--- src/trk_pkg.sv ---
package trk_pkg;

  // register byte addresses on the 32-bit bus
  localparam logic [7:0] TRK_CFG_ADDR    = 8'h1c;
  localparam logic [7:0] TRK_MEMB_B_ADDR = 8'h20;
  localparam logic [7:0] TRK_STATUS_ADDR = 8'h24;

  // trunk_configuration field positions
  localparam int TRK_METHOD_LSB = 0;
  localparam int TRK_METHOD_W   = 3;
  localparam int TRK_SEQ_BIT    = 3;
  localparam int TRK_DOUBLE_BIT = 5;
  localparam int TRK_MEMB_LSB   = 8;
  localparam int TRK_MEMB_W     = 8;

  // status register field positions
  localparam int TRK_ST_LINK_LSB = 0;
  localparam int TRK_ST_MASK_LSB = 8;
  localparam int TRK_ST_IDX_LSB  = 16;
  localparam int TRK_ST_FAIL_BIT = 19;

  // values after reset
  localparam logic [15:0] TRK_CFG_RST    = 16'h0000;
  localparam logic [15:0] TRK_MEMB_B_RST = 16'h0000;

  // hash widths: single groups and the double group
  localparam int TRK_SINGLE_HW = 2;
  localparam int TRK_DOUBLE_HW = 3;

  // pipeline depth of the member selection, in clock cycles
  localparam int TRK_SEL_LATENCY = 1;

  typedef enum logic [2:0] {
    TRK_HASH_PORT  = 3'h0,
    TRK_HASH_SA    = 3'h1,
    TRK_HASH_DA    = 3'h2,
    TRK_HASH_SADA  = 3'h3,
    TRK_HASH_SIP   = 3'h4,
    TRK_HASH_DIP   = 3'h5,
    TRK_HASH_L4SRC = 3'h6,
    TRK_HASH_L4DST = 3'h7
  } trk_method_t;

endpackage

--- src/trk_load_balance.sv ---
`timescale 1ns/1ps
`default_nettype none
module trk_load_balance
  import trk_pkg::*;
#(
  parameter int NPORT = 8
) (
  // clock, reset, enable
  input  wire logic             MCLK,
  input  wire logic             RST_N,
  input  wire logic             CE,
  // wishbone classic slave
  input  wire logic             WB_CYC_I,
  input  wire logic             WB_STB_I,
  input  wire logic             WB_WE_I,
  input  wire logic [7:0]       WB_ADR_I,
  input  wire logic [3:0]       WB_SEL_I,
  input  wire logic [31:0]      WB_DAT_I,
  output logic      [31:0]      WB_DAT_O,
  output logic                  WB_ACK_O,
  // per-port link status from the MACs, asynchronous
  input  wire logic [NPORT-1:0] LINK_UP,
  // packet request from the forwarding engine
  input  wire logic             REQ_VALID,
  input  wire logic             REQ_TRUNK_B,
  input  wire logic [3:0]       REQ_SRC_PORT,
  input  wire logic [2:0]       REQ_SA,
  input  wire logic [2:0]       REQ_DA,
  input  wire logic [3:0]       REQ_SIP,
  input  wire logic [3:0]       REQ_DIP,
  input  wire logic [3:0]       REQ_L4_SRC,
  input  wire logic [3:0]       REQ_L4_DST,
  input  wire logic             REQ_IS_IP,
  input  wire logic             REQ_IS_L4,
  // chosen egress member
  output logic                  RSP_VALID,
  output logic      [NPORT-1:0] RSP_PORT_MASK,
  output logic      [2:0]       RSP_INDEX,
  output logic                  RSP_FAILOVER
);

  localparam int IW = 3;

  if (NPORT != 8) begin : g_bad_nport
    $error("trk_load_balance: membership byte serves exactly eight ports");
  end
  // member positions and hash identifiers share one index width
  if (TRK_DOUBLE_HW != IW || TRK_SINGLE_HW >= IW) begin : g_bad_hw
    $error("trk_load_balance: hash widths do not fit the member index");
  end
  // the result registers give exactly one cycle from request to result
  if (TRK_SEL_LATENCY != 1) begin : g_bad_lat
    $error("trk_load_balance: selection is registered exactly once");
  end

  function automatic logic [2:0] mac_hash(input logic [2:0] a, input logic dbl);
    mac_hash = dbl ? a : {1'b0, a[1:0]};
  endfunction

  function automatic logic [2:0] fold_hash(input logic [3:0] x, input logic dbl);
    fold_hash = dbl ? {x[2] ^ x[1], x[3] ^ x[2], x[1] ^ x[0]}
                    : {1'b0, x[3] ^ x[2], x[1] ^ x[0]};
  endfunction

  function automatic logic [IW-1:0] member_port(input logic [NPORT*IW-1:0] tbl,
                                                input logic [IW-1:0]       pos);
    member_port = tbl[IW*int'(pos) +: IW];
  endfunction

  // registers
  logic [15:0]      cfg_q;
  logic [15:0]      cfg_d;
  logic [15:0]      memb_b_q;
  logic [15:0]      memb_b_d;
  logic             ack_q;
  logic [31:0]      rdat_q;
  logic [NPORT-1:0] link_meta_q;
  logic [NPORT-1:0] link_q;
  logic             rsp_valid_q;
  logic [NPORT-1:0] rsp_mask_q;
  logic [2:0]       rsp_idx_q;
  logic             rsp_fail_q;

  // bus decode
  // ack_q masks a request still held after its ack, so it is never taken twice
  wire        bus_req  = WB_CYC_I & WB_STB_I & ~ack_q;
  wire        hit_cfg  = (WB_ADR_I == TRK_CFG_ADDR);
  wire        hit_memb = (WB_ADR_I == TRK_MEMB_B_ADDR);
  wire        hit_st   = (WB_ADR_I == TRK_STATUS_ADDR);
  wire        wr_cfg   = bus_req & WB_WE_I & hit_cfg;
  wire        wr_memb  = bus_req & WB_WE_I & hit_memb;

  // configuration fields
  wire trk_method_t method = trk_method_t'(cfg_q[TRK_METHOD_LSB +: TRK_METHOD_W]);
  wire        seq_on   = cfg_q[TRK_SEQ_BIT];
  wire        dbl      = cfg_q[TRK_DOUBLE_BIT];
  wire [NPORT-1:0] memb_a = cfg_q[TRK_MEMB_LSB +: TRK_MEMB_W];
  wire [NPORT-1:0] memb_b = memb_b_q[TRK_MEMB_LSB +: TRK_MEMB_W];
  // merged group uses the main membership byte; trunk B is ignored then
  wire [NPORT-1:0] memb = (dbl | ~REQ_TRUNK_B) ? memb_a : memb_b;

  // method fallback for packets without an L4 header
  // only the two L4 methods fall back; IP methods hash whatever bits arrive
  trk_method_t eff_method;
  always_comb begin
    eff_method = method;
    if (!REQ_IS_L4 && method == TRK_HASH_L4SRC) begin
      if (seq_on && REQ_IS_IP) begin
        eff_method = TRK_HASH_SIP;
      end else begin
        eff_method = TRK_HASH_SADA;
      end
    end else if (!REQ_IS_L4 && method == TRK_HASH_L4DST) begin
      if (seq_on && REQ_IS_IP) begin
        eff_method = TRK_HASH_DIP;
      end else begin
        eff_method = TRK_HASH_DA;
      end
    end
  end

  // hash identifier, two bits wide for single groups, three for double
  logic [2:0] hash_id;
  always_comb begin
    unique case (eff_method)
      TRK_HASH_PORT:  hash_id = mac_hash(REQ_SRC_PORT[2:0], dbl);
      TRK_HASH_SA:    hash_id = mac_hash(REQ_SA, dbl);
      TRK_HASH_DA:    hash_id = mac_hash(REQ_DA, dbl);
      TRK_HASH_SADA:  hash_id = mac_hash(REQ_SA ^ REQ_DA, dbl);
      TRK_HASH_SIP:   hash_id = fold_hash(REQ_SIP, dbl);
      TRK_HASH_DIP:   hash_id = fold_hash(REQ_DIP, dbl);
      TRK_HASH_L4SRC: hash_id = fold_hash(REQ_L4_SRC, dbl);
      TRK_HASH_L4DST: hash_id = fold_hash(REQ_L4_DST, dbl);
    endcase
  end
  // falls out of the two hash functions: bit 2 stays zero for single groups

  // member table of the addressed trunk
  logic [IW:0]       memb_cnt;
  logic [NPORT*IW-1:0] memb_ports;

  // members are listed by ascending port, so index zero is the lowest member
  trk_pick #(
    .NPORT (NPORT),
    .IW    (IW)
  ) u_pick (
    .mask  (memb),
    .count (memb_cnt),
    .ports (memb_ports)
  );

  // positions: wrapped primary, one lower, then two up from that one
  wire        no_memb  = (memb_cnt == '0);
  wire [IW:0] cnt_nz   = no_memb ? (IW+1)'(1) : memb_cnt;
  wire [IW:0] wrap_w   = (IW+1)'({1'b0, hash_id} % cnt_nz);
  wire [2:0]  pos_pri  = wrap_w[2:0];
  wire [2:0]  last_pos = 3'(cnt_nz - (IW+1)'(1));
  wire [2:0]  pos_dn   = (pos_pri == 3'h0) ? last_pos : pos_pri - 3'h1;
  wire [IW:0] up_w     = (IW+1)'(({1'b0, pos_dn} + 4'h2) % cnt_nz);
  wire [2:0]  pos_up   = up_w[2:0];
  // in a two-member trunk the third candidate is the lower one again and adds nothing

  // link seen at each member position; positions past the member count are dead
  logic [NPORT-1:0] live_pos;
  for (genvar q = 0; q < NPORT; q++) begin : g_live
    assign live_pos[q] = (memb_cnt > (IW+1)'(q)) & link_q[member_port(memb_ports, IW'(q))];
  end

  // candidates in order of preference: primary, one lower, two up from the lower one
  logic [2:0][IW-1:0] cand_pos;
  logic [2:0]         cand_live;
  assign cand_pos[0] = pos_pri;
  assign cand_pos[1] = pos_dn;
  assign cand_pos[2] = pos_up;
  for (genvar c = 0; c < 3; c++) begin : g_cand
    assign cand_live[c] = live_pos[cand_pos[c]];
  end

  // final member position; no live candidate means no egress
  wire [2:0] pos_sel  = cand_live[0] ? pos_pri : (cand_live[1] ? pos_dn : pos_up);
  wire       any_live = ~no_memb & (|cand_live);

  // each member port compares its own index with the packet's index
  logic [NPORT-1:0] port_pos_ok;
  for (genvar p = 0; p < NPORT; p++) begin : g_member
    wire          own_live = (memb_cnt > (IW+1)'(p));
    // a member port forwards only on a matching index
    assign port_pos_ok[p] = own_live & (3'(p) == pos_sel);
  end

  logic [NPORT-1:0] sel_mask;
  always_comb begin
    sel_mask = '0;
    for (int p = 0; p < NPORT; p++) begin
      if (port_pos_ok[p] && any_live) begin
        sel_mask[member_port(memb_ports, IW'(p))] = 1'b1;
      end
    end
  end

  // register write merge honours byte lanes 0 and 1
  always_comb begin
    cfg_d = cfg_q;
    if (wr_cfg && WB_SEL_I[0]) begin
      cfg_d[7:0] = WB_DAT_I[7:0];
    end
    if (wr_cfg && WB_SEL_I[1]) begin
      cfg_d[15:8] = WB_DAT_I[15:8];
    end
  end

  always_comb begin
    memb_b_d = memb_b_q;
    if (wr_memb && WB_SEL_I[0]) begin
      memb_b_d[7:0] = WB_DAT_I[7:0];
    end
    if (wr_memb && WB_SEL_I[1]) begin
      memb_b_d[15:8] = WB_DAT_I[15:8];
    end
  end

  // status word: synced link, last mask, last index, last failover
  logic [31:0] status_w;
  always_comb begin
    status_w                           = 32'h0000_0000;
    status_w[TRK_ST_LINK_LSB +: NPORT] = link_q;
    status_w[TRK_ST_MASK_LSB +: NPORT] = rsp_mask_q;
    status_w[TRK_ST_IDX_LSB +: IW]     = rsp_idx_q;
    status_w[TRK_ST_FAIL_BIT]          = rsp_fail_q;
  end
  // unmapped addresses still ack and read zero, so a stray access never hangs
  wire [31:0] rdat_d = hit_cfg  ? {16'h0000, cfg_q} :
                       hit_memb ? {16'h0000, memb_b_q} :
                       hit_st   ? status_w : 32'h0000_0000;

  // bus slave and configuration
  always_ff @(posedge MCLK or negedge RST_N) begin
    if (!RST_N) begin
      cfg_q    <= TRK_CFG_RST;
      memb_b_q <= TRK_MEMB_B_RST;
      ack_q    <= 1'b0;
      rdat_q   <= 32'h0000_0000;
    end else if (CE) begin
      cfg_q    <= cfg_d;
      memb_b_q <= memb_b_d;
      ack_q    <= bus_req;
      rdat_q   <= rdat_d;
    end
  end

  // link status crosses in through two flops
  // a port that comes up is trusted two clocks later; packets fail over until then
  always_ff @(posedge MCLK or negedge RST_N) begin
    if (!RST_N) begin
      link_meta_q <= '0;
      link_q      <= '0;
    end else if (CE) begin
      link_meta_q <= LINK_UP;
      link_q      <= link_meta_q;
    end
  end

  // selection result, one cycle after the request
  always_ff @(posedge MCLK or negedge RST_N) begin
    if (!RST_N) begin
      rsp_valid_q <= 1'b0;
      rsp_mask_q  <= '0;
      rsp_idx_q   <= 3'h0;
      rsp_fail_q  <= 1'b0;
    end else if (CE) begin
      rsp_valid_q <= REQ_VALID;
      if (REQ_VALID) begin
        rsp_mask_q <= sel_mask;
        rsp_idx_q  <= pos_sel;
        rsp_fail_q <= ~cand_live[0];
      end
    end
  end

  assign WB_ACK_O      = ack_q;
  assign WB_DAT_O      = rdat_q;
  assign RSP_VALID     = rsp_valid_q;
  assign RSP_PORT_MASK = rsp_mask_q;
  assign RSP_INDEX     = rsp_idx_q;
  assign RSP_FAILOVER  = rsp_fail_q;

endmodule
`default_nettype wire

--- src/trk_pick.sv ---
`timescale 1ns/1ps
`default_nettype none
module trk_pick #(
  parameter int NPORT = 8,
  parameter int IW    = 3
) (
  // membership vector, one bit per port
  input  wire logic [NPORT-1:0]    mask,
  // members found, and their port numbers in ascending order
  output logic      [IW:0]         count,
  output logic      [NPORT*IW-1:0] ports
);

  always_comb begin
    count = '0;
    ports = '0;
    for (int i = 0; i < NPORT; i++) begin
      if (mask[i]) begin
        ports[IW*int'(count[IW-1:0]) +: IW] = IW'(i);
        count = count + (IW+1)'(1);
      end
    end
  end

endmodule
`default_nettype wire

--- config.mk ---
export PLATFORM = sky130hd
export DESIGN_NAME = trk_load_balance
export DESIGN_NICKNAME = d
export VERILOG_FILES = /design/src/trk_pkg.sv /design/src/trk_load_balance.sv /design/src/trk_pick.sv
export SDC_FILE = /design/constraint.sdc
export NUM_CORES = 1
export LEC_CHECK = 0
export ABC_AREA = 0
export BUFFER_PORTS_ARGS = -buffer_cell sky130_fd_sc_hd__buf_4
export CORE_ASPECT_RATIO = 0.9
export CORE_UTILIZATION = 30
export DETAILED_ROUTE_END_ITERATION = 10
export REMOVE_ABC_BUFFERS = 1
export SYNTH_ARGS = -nofsm -noshare
export SYNTH_HDL_FRONTEND = slang
export SYNTH_SLANG_ARGS = --single-unit
export TNS_END_PERCENT = 30
--- constraint.sdc ---
create_clock -name MCLK -period 17.2 [get_ports MCLK]
set_input_delay 1.72 -clock MCLK [delete_from_list [all_inputs] [get_ports MCLK]]
set_output_delay 1.72 -clock MCLK [all_outputs]
set_load 0.005 [all_outputs]
=== Word-level counts from Yosys, hierarchy flattened ===
Index checks and enable logic that the tools add are counted.

* Bits in registers: 94
* Output and inout bits: 46
* Input port bits: 88
* Logic and storage cells: 268

* Div/mod/pow operators: 2
* Equal/unequal tests: 19
* Mux-type cells: 88
* Bitwise gates (word level): 48
* Shift operators: 14
* Multipliers: 7
* Reductions and logical operators: 34
* Magnitude comparators: 27
* $add $sub $neg: 17

{| class="wikitable"
|+ Operators by type and width
! kind !! number
|-
| $neg 32->33 || 7
|-
| $shift 3x33->24 const A || 7
|-
| $shiftx 3x33->24 const A || 7
|-
| $mux 24 || 7
|-
| $bwmux 24 || 6
|-
| $mux 8 || 9
|-
| $mux 20 || 3
|-
| $or 8x8->8 || 7
|-
| $mux 3 || 15
|-
| $lt 3x4->1 const B || 11
|-
| $bmux 1 s3 || 11
|-
| $mux 4 || 8
|-
| $mul 2x3->5 const A || 6
|-
| $add 4x1->4 const B || 6
|-
| $and 24x24->24 || 1
|-
| $demux 1 s3 || 8
|-
| $ge 3x1->1 const B || 8
|-
| $pmux 3 s8 || 1
|-
| $logic_and 1x1->1 || 23
|-
| $and 1x1->1 || 22
|-
| $mux 1 || 20
|-
| $eq 3x3->1 const B || 6
|-
| $eq 8x6->1 const B || 2
|-
| $gt 4x3->1 const B || 4
|-
| 23 further kinds || 51
|}

=== Longest topological paths before layout ===
* Depth after elaboration: 46
* Gate-level depth with buffers: 90
* Gate-level depth less buffers: 85

=== Modules after synthesis ===
From an unflattened synthesis, not the netlist that was laid out.

* Cells, all modules: 1082
* Area, all modules: 8983.6 sq um

{| class="wikitable"
|+ Modules (own cells, without submodules)
! module !! cells each !! area an instance (sq um) !! times used !! sequential area each (sq um)
|-
| trk_load_balance || 802 || 7190.6 || 1 || 2052.0
|-
| trk_pick || 280 || 1793.0 || 1 || 0.0
|}

=== Worst setup path after synthesis ===
No wires, ideal clock.

* Path kind: in2reg
* Start: input REQ_TRUNK_B
* End: register rsp_mask_q[6] (netlist: RSP_PORT_MASK[6])
* Buffers on the path: 3
* Setup time: 126 ps
* Arrival time: 18039 ps
* Data required time: 17074 ps
* Cell stages on the path: 79
* Setup slack: -965 ps
* Path through: nor2b_1 buf_2 buf_2 nand2_1 nand2_1 inv_1 fa_1 inv_1 ha_1 nand2_1 mux2i_1 nor2_1 ha_1 or4bb_1 o21ai_0 a21oi_1 inv_1 ha_1 [43 not listed] nand2b_1 a21oi_1 nor2_1 mux2i_1 ha_1 a21o_1 a21o_1 a21o_1 nand2b_1 o21ai_0 o31ai_4 mux2_2 a32oi_1 nand4b_1 and2_1 and3_1 a311o_1 o32a_1

* Longest elaborated chain between the ends: 46
* Elaborated cells between the ends (all ways): 191
* Those cells by class: add/sub: 17; mul: 7; div: 2; order compare: 24; eq/ne: 7; shift: 14; mux: 72; bitwise: 28; reduce/logical: 20

{| class="wikitable"
|+ Ends and longest elaborated chain
! what !! RTL line !! RTL
|-
| start, declared || trk_load_balance.sv:25 || <nowiki>input wire logic REQ_TRUNK_B,</nowiki>
|-
| $not 1->1 * || trk_load_balance.sv:100 || <nowiki>wire [NPORT-1:0] memb = (dbl | ~REQ_TRUNK_B) ? memb_a : memb_b;</nowiki>
|-
| $or 1x1->1 * || trk_load_balance.sv:100 ||
|-
| $mux 8 * || trk_load_balance.sv:100 ||
|-
| parallel branches: the longest is 42 deep, another holds $add 4x1->4 || - ||
|-
| $mux 8 * || trk_load_balance.sv:195 || <nowiki>if (port_pos_ok[p] && any_live) begin</nowiki>
|-
| end signal, assigned || trk_load_balance.sv:273 || <nowiki>rsp_mask_q <= sel_mask;</nowiki>
|-
| end, declared || trk_load_balance.sv:80 || <nowiki>logic [NPORT-1:0] rsp_mask_q;</nowiki>
|}

Every way passes the cells marked *. The select of a mux whose other input is x is not followed.
A chain may end at the register's enable or synchronous reset.

=== Worst setup path in the final report ===
* Start: input REQ_TRUNK_B
* End: register rsp_mask_q[3] (netlist: RSP_PORT_MASK[3])

Same word-level chain as after synthesis.

==> impl_metrics.py <==
metrics = {
    "finish": {
        "final_cells": 1677,
        "final_area_um2": 11900,
        "fin_util": 0.410,
        "final_common_cell": "buf_4",
        "drive_above_1_share": 0.353,
        "final_nets": 1416,
        "final_cell_mix": "buf_4 (264), nand2_1 (107), dfrtp_1 (82)",
        "syn2layout_area_growth_pct": 34.0,
    },
    "floorplanning": {
        "coreArea_um2": 29000,
        "rows": 59,
        "ioPinCount": 134,
        "die_h_um": 165,
        "dieArea_um2": 30300,
        "initial_utilization": 0.306,
        "die_x_um": 183,
    },
    "power_and_ir_drop": {
        "power_switching_w": 0.000605,
        "power_w": 0.00144,
        "p_sw_frac": 0.421,
        "clock_power_share": 0.137,
        "vdd_drop_max_v": 0.0000766,
        "pwr-share-comb": 0.704,
        "p_int_w": 0.000833,
        "p_leak_nw": 5.16,
        "pwr_density_cell_nw_per_um2": 121,
        "power_frac_seq": 0.159,
    },
    "setup_path": {
        "cp-end-kind": "flip-flop",
        "max_stage_delay_ns": 0.58,
        "cp_max_fo": 6,
        "cp.required_ns": 17.47,
        "start_kind": "input port",
        "path_class": "input port to flip-flop",
        "cp.arrival_ns": 16.81,
        "slowest_stage": "fa_1",
        "reg2reg_depth": 85,
    },
    "logic_synthesis": {
        "ys_warn_count": 0,
        "synth_flop_cell": "dfrtp_1",
        "synth_cell_type_count": 108,
        "postSynthAreaPerCell_um2": 8.54,
        "ys_seq_area_frac": 0.231,
        "mappedNetlistArea_um2": 8870,
        "synth_seq_cells": 82,
        "netlist_instances": 1039,
        "async_reset_ff_frac": 1.00,
        "synth_edf_count": 0,
    },
    "clock_tree": {
        "clk_pin_slew_ns": 0.07,
        "root_buffer": "clkbuf_16",
        "hold_buffers": 0,
        "clockBufferDepth": 2,
        "htree_num_levels": 3,
        "clk_latency_ns": 0.35,
        "cts_num_sinks": 82,
        "cts_tree": "done",
        "cts_inserted_buffers": 9,
    },
    "global_route": {
        "antenna_found_initial": 0,
        "grt_max_degree": 71,
        "grt_pass1_wl_um": 49200,
        "grt_use_total": 0.208,
        "grt_pass1_vias": 8913,
        "gr-usage-met1": 0.291,
        "busiest_layer": "met2",
        "grtUsageMet2": 0.327,
        "grt-ovfl-total": 0,
        "grtUsageMet3": 0.0393,
    },
    "sta": {
        "fin_crit_sh": 0.962,
        "tightestPinTransition_ns": 1.50,
        "clock_skew_ns": 0.0102,
        "maxSlewHeadroom": -0.0134,
        "setup_viol": 0,
        "fmax_mhz": 60.5,
        "slew_violations": 6,
        "period_minus_slack_ns": 16.54,
        "hold_slack_ns": 0.484,
        "hold_viol_final": 0,
    },
    "run": {
        "drv_cap": 1,
    },
    "drt": {
        "drt_wl_total_um": 32000,
        "firstDrtPassIters": 6,
        "drt-initial-drc-count": 850,
        "route.detailed.drc": 0,
        "route.vias.total": 9338,
        "vias_per_cell": 5.57,
        "postRouteAntennaNets": 0,
        "wl_per_cell_um": 19.1,
    },
    "status": {
        "violations": "max-capacitance violations, max-slew violations",
        "outcome": "finished with violations",
    },
    "worst_hold_path": {
        "worst_hold_path_type": "flip-flop to flip-flop",
        "holdPathStages": 2,
    },
    "placement": {
        "place_congestion": 0.956,
        "io_buffer_count": 102,
        "dp.cells": 1642,
        "placed_cell_area_um2": 11000,
        "dpl.hpwl_um": 25100,
    },
}
==> power by group through the flow <==
stage          Combinational (W)  Clock (W)  Sequential [W]
6_report                 0.00101   0.000197        0.000229
2_1_floorplan           0.000431          0        0.000223
3_3_place_gp            0.000856          0        0.000231
4_1_cts                 0.000884   0.000202        0.000228
5_1_grt                  0.00107   0.000211        0.000230
3_5_place_dp            0.000864          0        0.000231
==> synth_stat cells (all sizes together) (6+ instances only) <==
master / count / share of area
nor2: 87 / 0.040
buf: 29 / 0.021
inv: 41 / 0.017
xnor2: 20 / 0.021
nor3b: 6 / 0.0051
ha: 49 / 0.069
o211ai: 13 / 0.011
nor3: 30 / 0.019
or3: 11 / 0.0078
mux2i: 34 / 0.040
o21ai: 52 / 0.031
a222oi: 16 / 0.018
a211oi: 13 / 0.012
xnor3: 8 / 0.020
xor2: 13 / 0.015
or2: 8 / 0.0056
a31oi: 13 / 0.0099
nand4: 9 / 0.0063
nand2: 111 / 0.047
nor2b: 9 / 0.0063
nor4: 16 / 0.011
a31o: 8 / 0.0089
o221ai: 6 / 0.0059
dfrtp: 82 / 0.23
o32ai: 9 / 0.011
nand3: 24 / 0.014
and2: 12 / 0.0085
nand2b: 16 / 0.011
o32a: 6 / 0.0068
a21oi: 60 / 0.034
a21o: 11 / 0.0093
o22ai: 9 / 0.0079
clkbuf: 25 / 0.011
and3: 9 / 0.0063
a211o: 7 / 0.0069
o21a: 7 / 0.0059
mux2: 63 / 0.080
==> registers in the layout, indices dropped and copies added, names as in the netlist, 3 cells and up <==
signal,flops
RSP_INDEX,3
RSP_PORT_MASK,8
WB_DAT_O,20
cfg_q,16
link_meta_q,8
link_q,8
memb_b_q,16
==> critical path, delay by kind of cell <==
kind	cells	cell delay (ns)
AND/OR/NAND/NOR	23	3.52
XOR/XNOR	1	0.20
buffers and inverters	14	1.64
multiplexers	3	0.47
AO/OA/AOI/OAI	28	4.91
adder cells (fa/ha/maj)	15	4.30
==> cells by family after synthesis <==
| kind of cell | share of synthesized area |
|---|---|
| flip-flops | 0.231 |
| AO/OA/AOI/OAI | 0.249 |
| XOR/XNOR | 0.0560 |
| other | 0.000423 |
| adder cells (fa/ha/maj) | 0.0759 |
| multiplexers | 0.123 |
| AND/OR/NAND/NOR | 0.214 |
| buffers and inverters | 0.0498 |
==> stage by stage <==
step | setup TNS, ns | worst slack [ns]
2_1_floorplan | -13.10 | -1.77
3_3_place_gp | -2.97 | -0.524
3_5_place_dp | -4.29 | -0.641
4_1_cts | -0.0494 | -0.0206
5_1_grt | -0.366 | -0.123
6_report | 0 | 0.659
==> layout make-up <==
cell class              instances  area, um2
inverters                      43        161
repair buffers                269       2050
clock inverters                 5       61.3
flip-flops and latches         82       2050
multi-input cells             871       6820
clock buffers                  10        239
fillers                      2886      17100
well taps                     396        495
diodes                          1       2.50
==> final timing paths <==
kind | start | end | slack (ns)
min | link_meta_q[5]$_DFFE_PN0P_ | link_q[5]$_DFFE_PN0P_ | 0.48
min in group asynchronous | RST_N | WB_DAT_O[12]$_DFFE_PN0P_ | 1.21
max in group asynchronous | RST_N | RSP_PORT_MASK[6]$_DFFE_PN0P_ | 14.85
min reg2reg | link_meta_q[5]$_DFFE_PN0P_ | link_q[5]$_DFFE_PN0P_ | 0.48
max reg2reg | cfg_q[5]$_DFFE_PN0P_ | RSP_PORT_MASK[3]$_DFFE_PN0P_ | 1.30
max | REQ_TRUNK_B | RSP_PORT_MASK[3]$_DFFE_PN0P_ | 0.66
==> repair_timing <==
item | in CTS | in global routing
endpoints found under the setup margin | 8 | 10
buffers inserted | 1 | 18
resized for setup | 10 | 83
pin swaps | 2 | 39
==> layer usage <==
metal  vias up  part of all wire
li1       4389                 -
met1      4472              0.46
met2       413              0.45
met3        64             0.071
met4         0             0.021
met5         -                 0
Power figures use the tool's default switching activity.
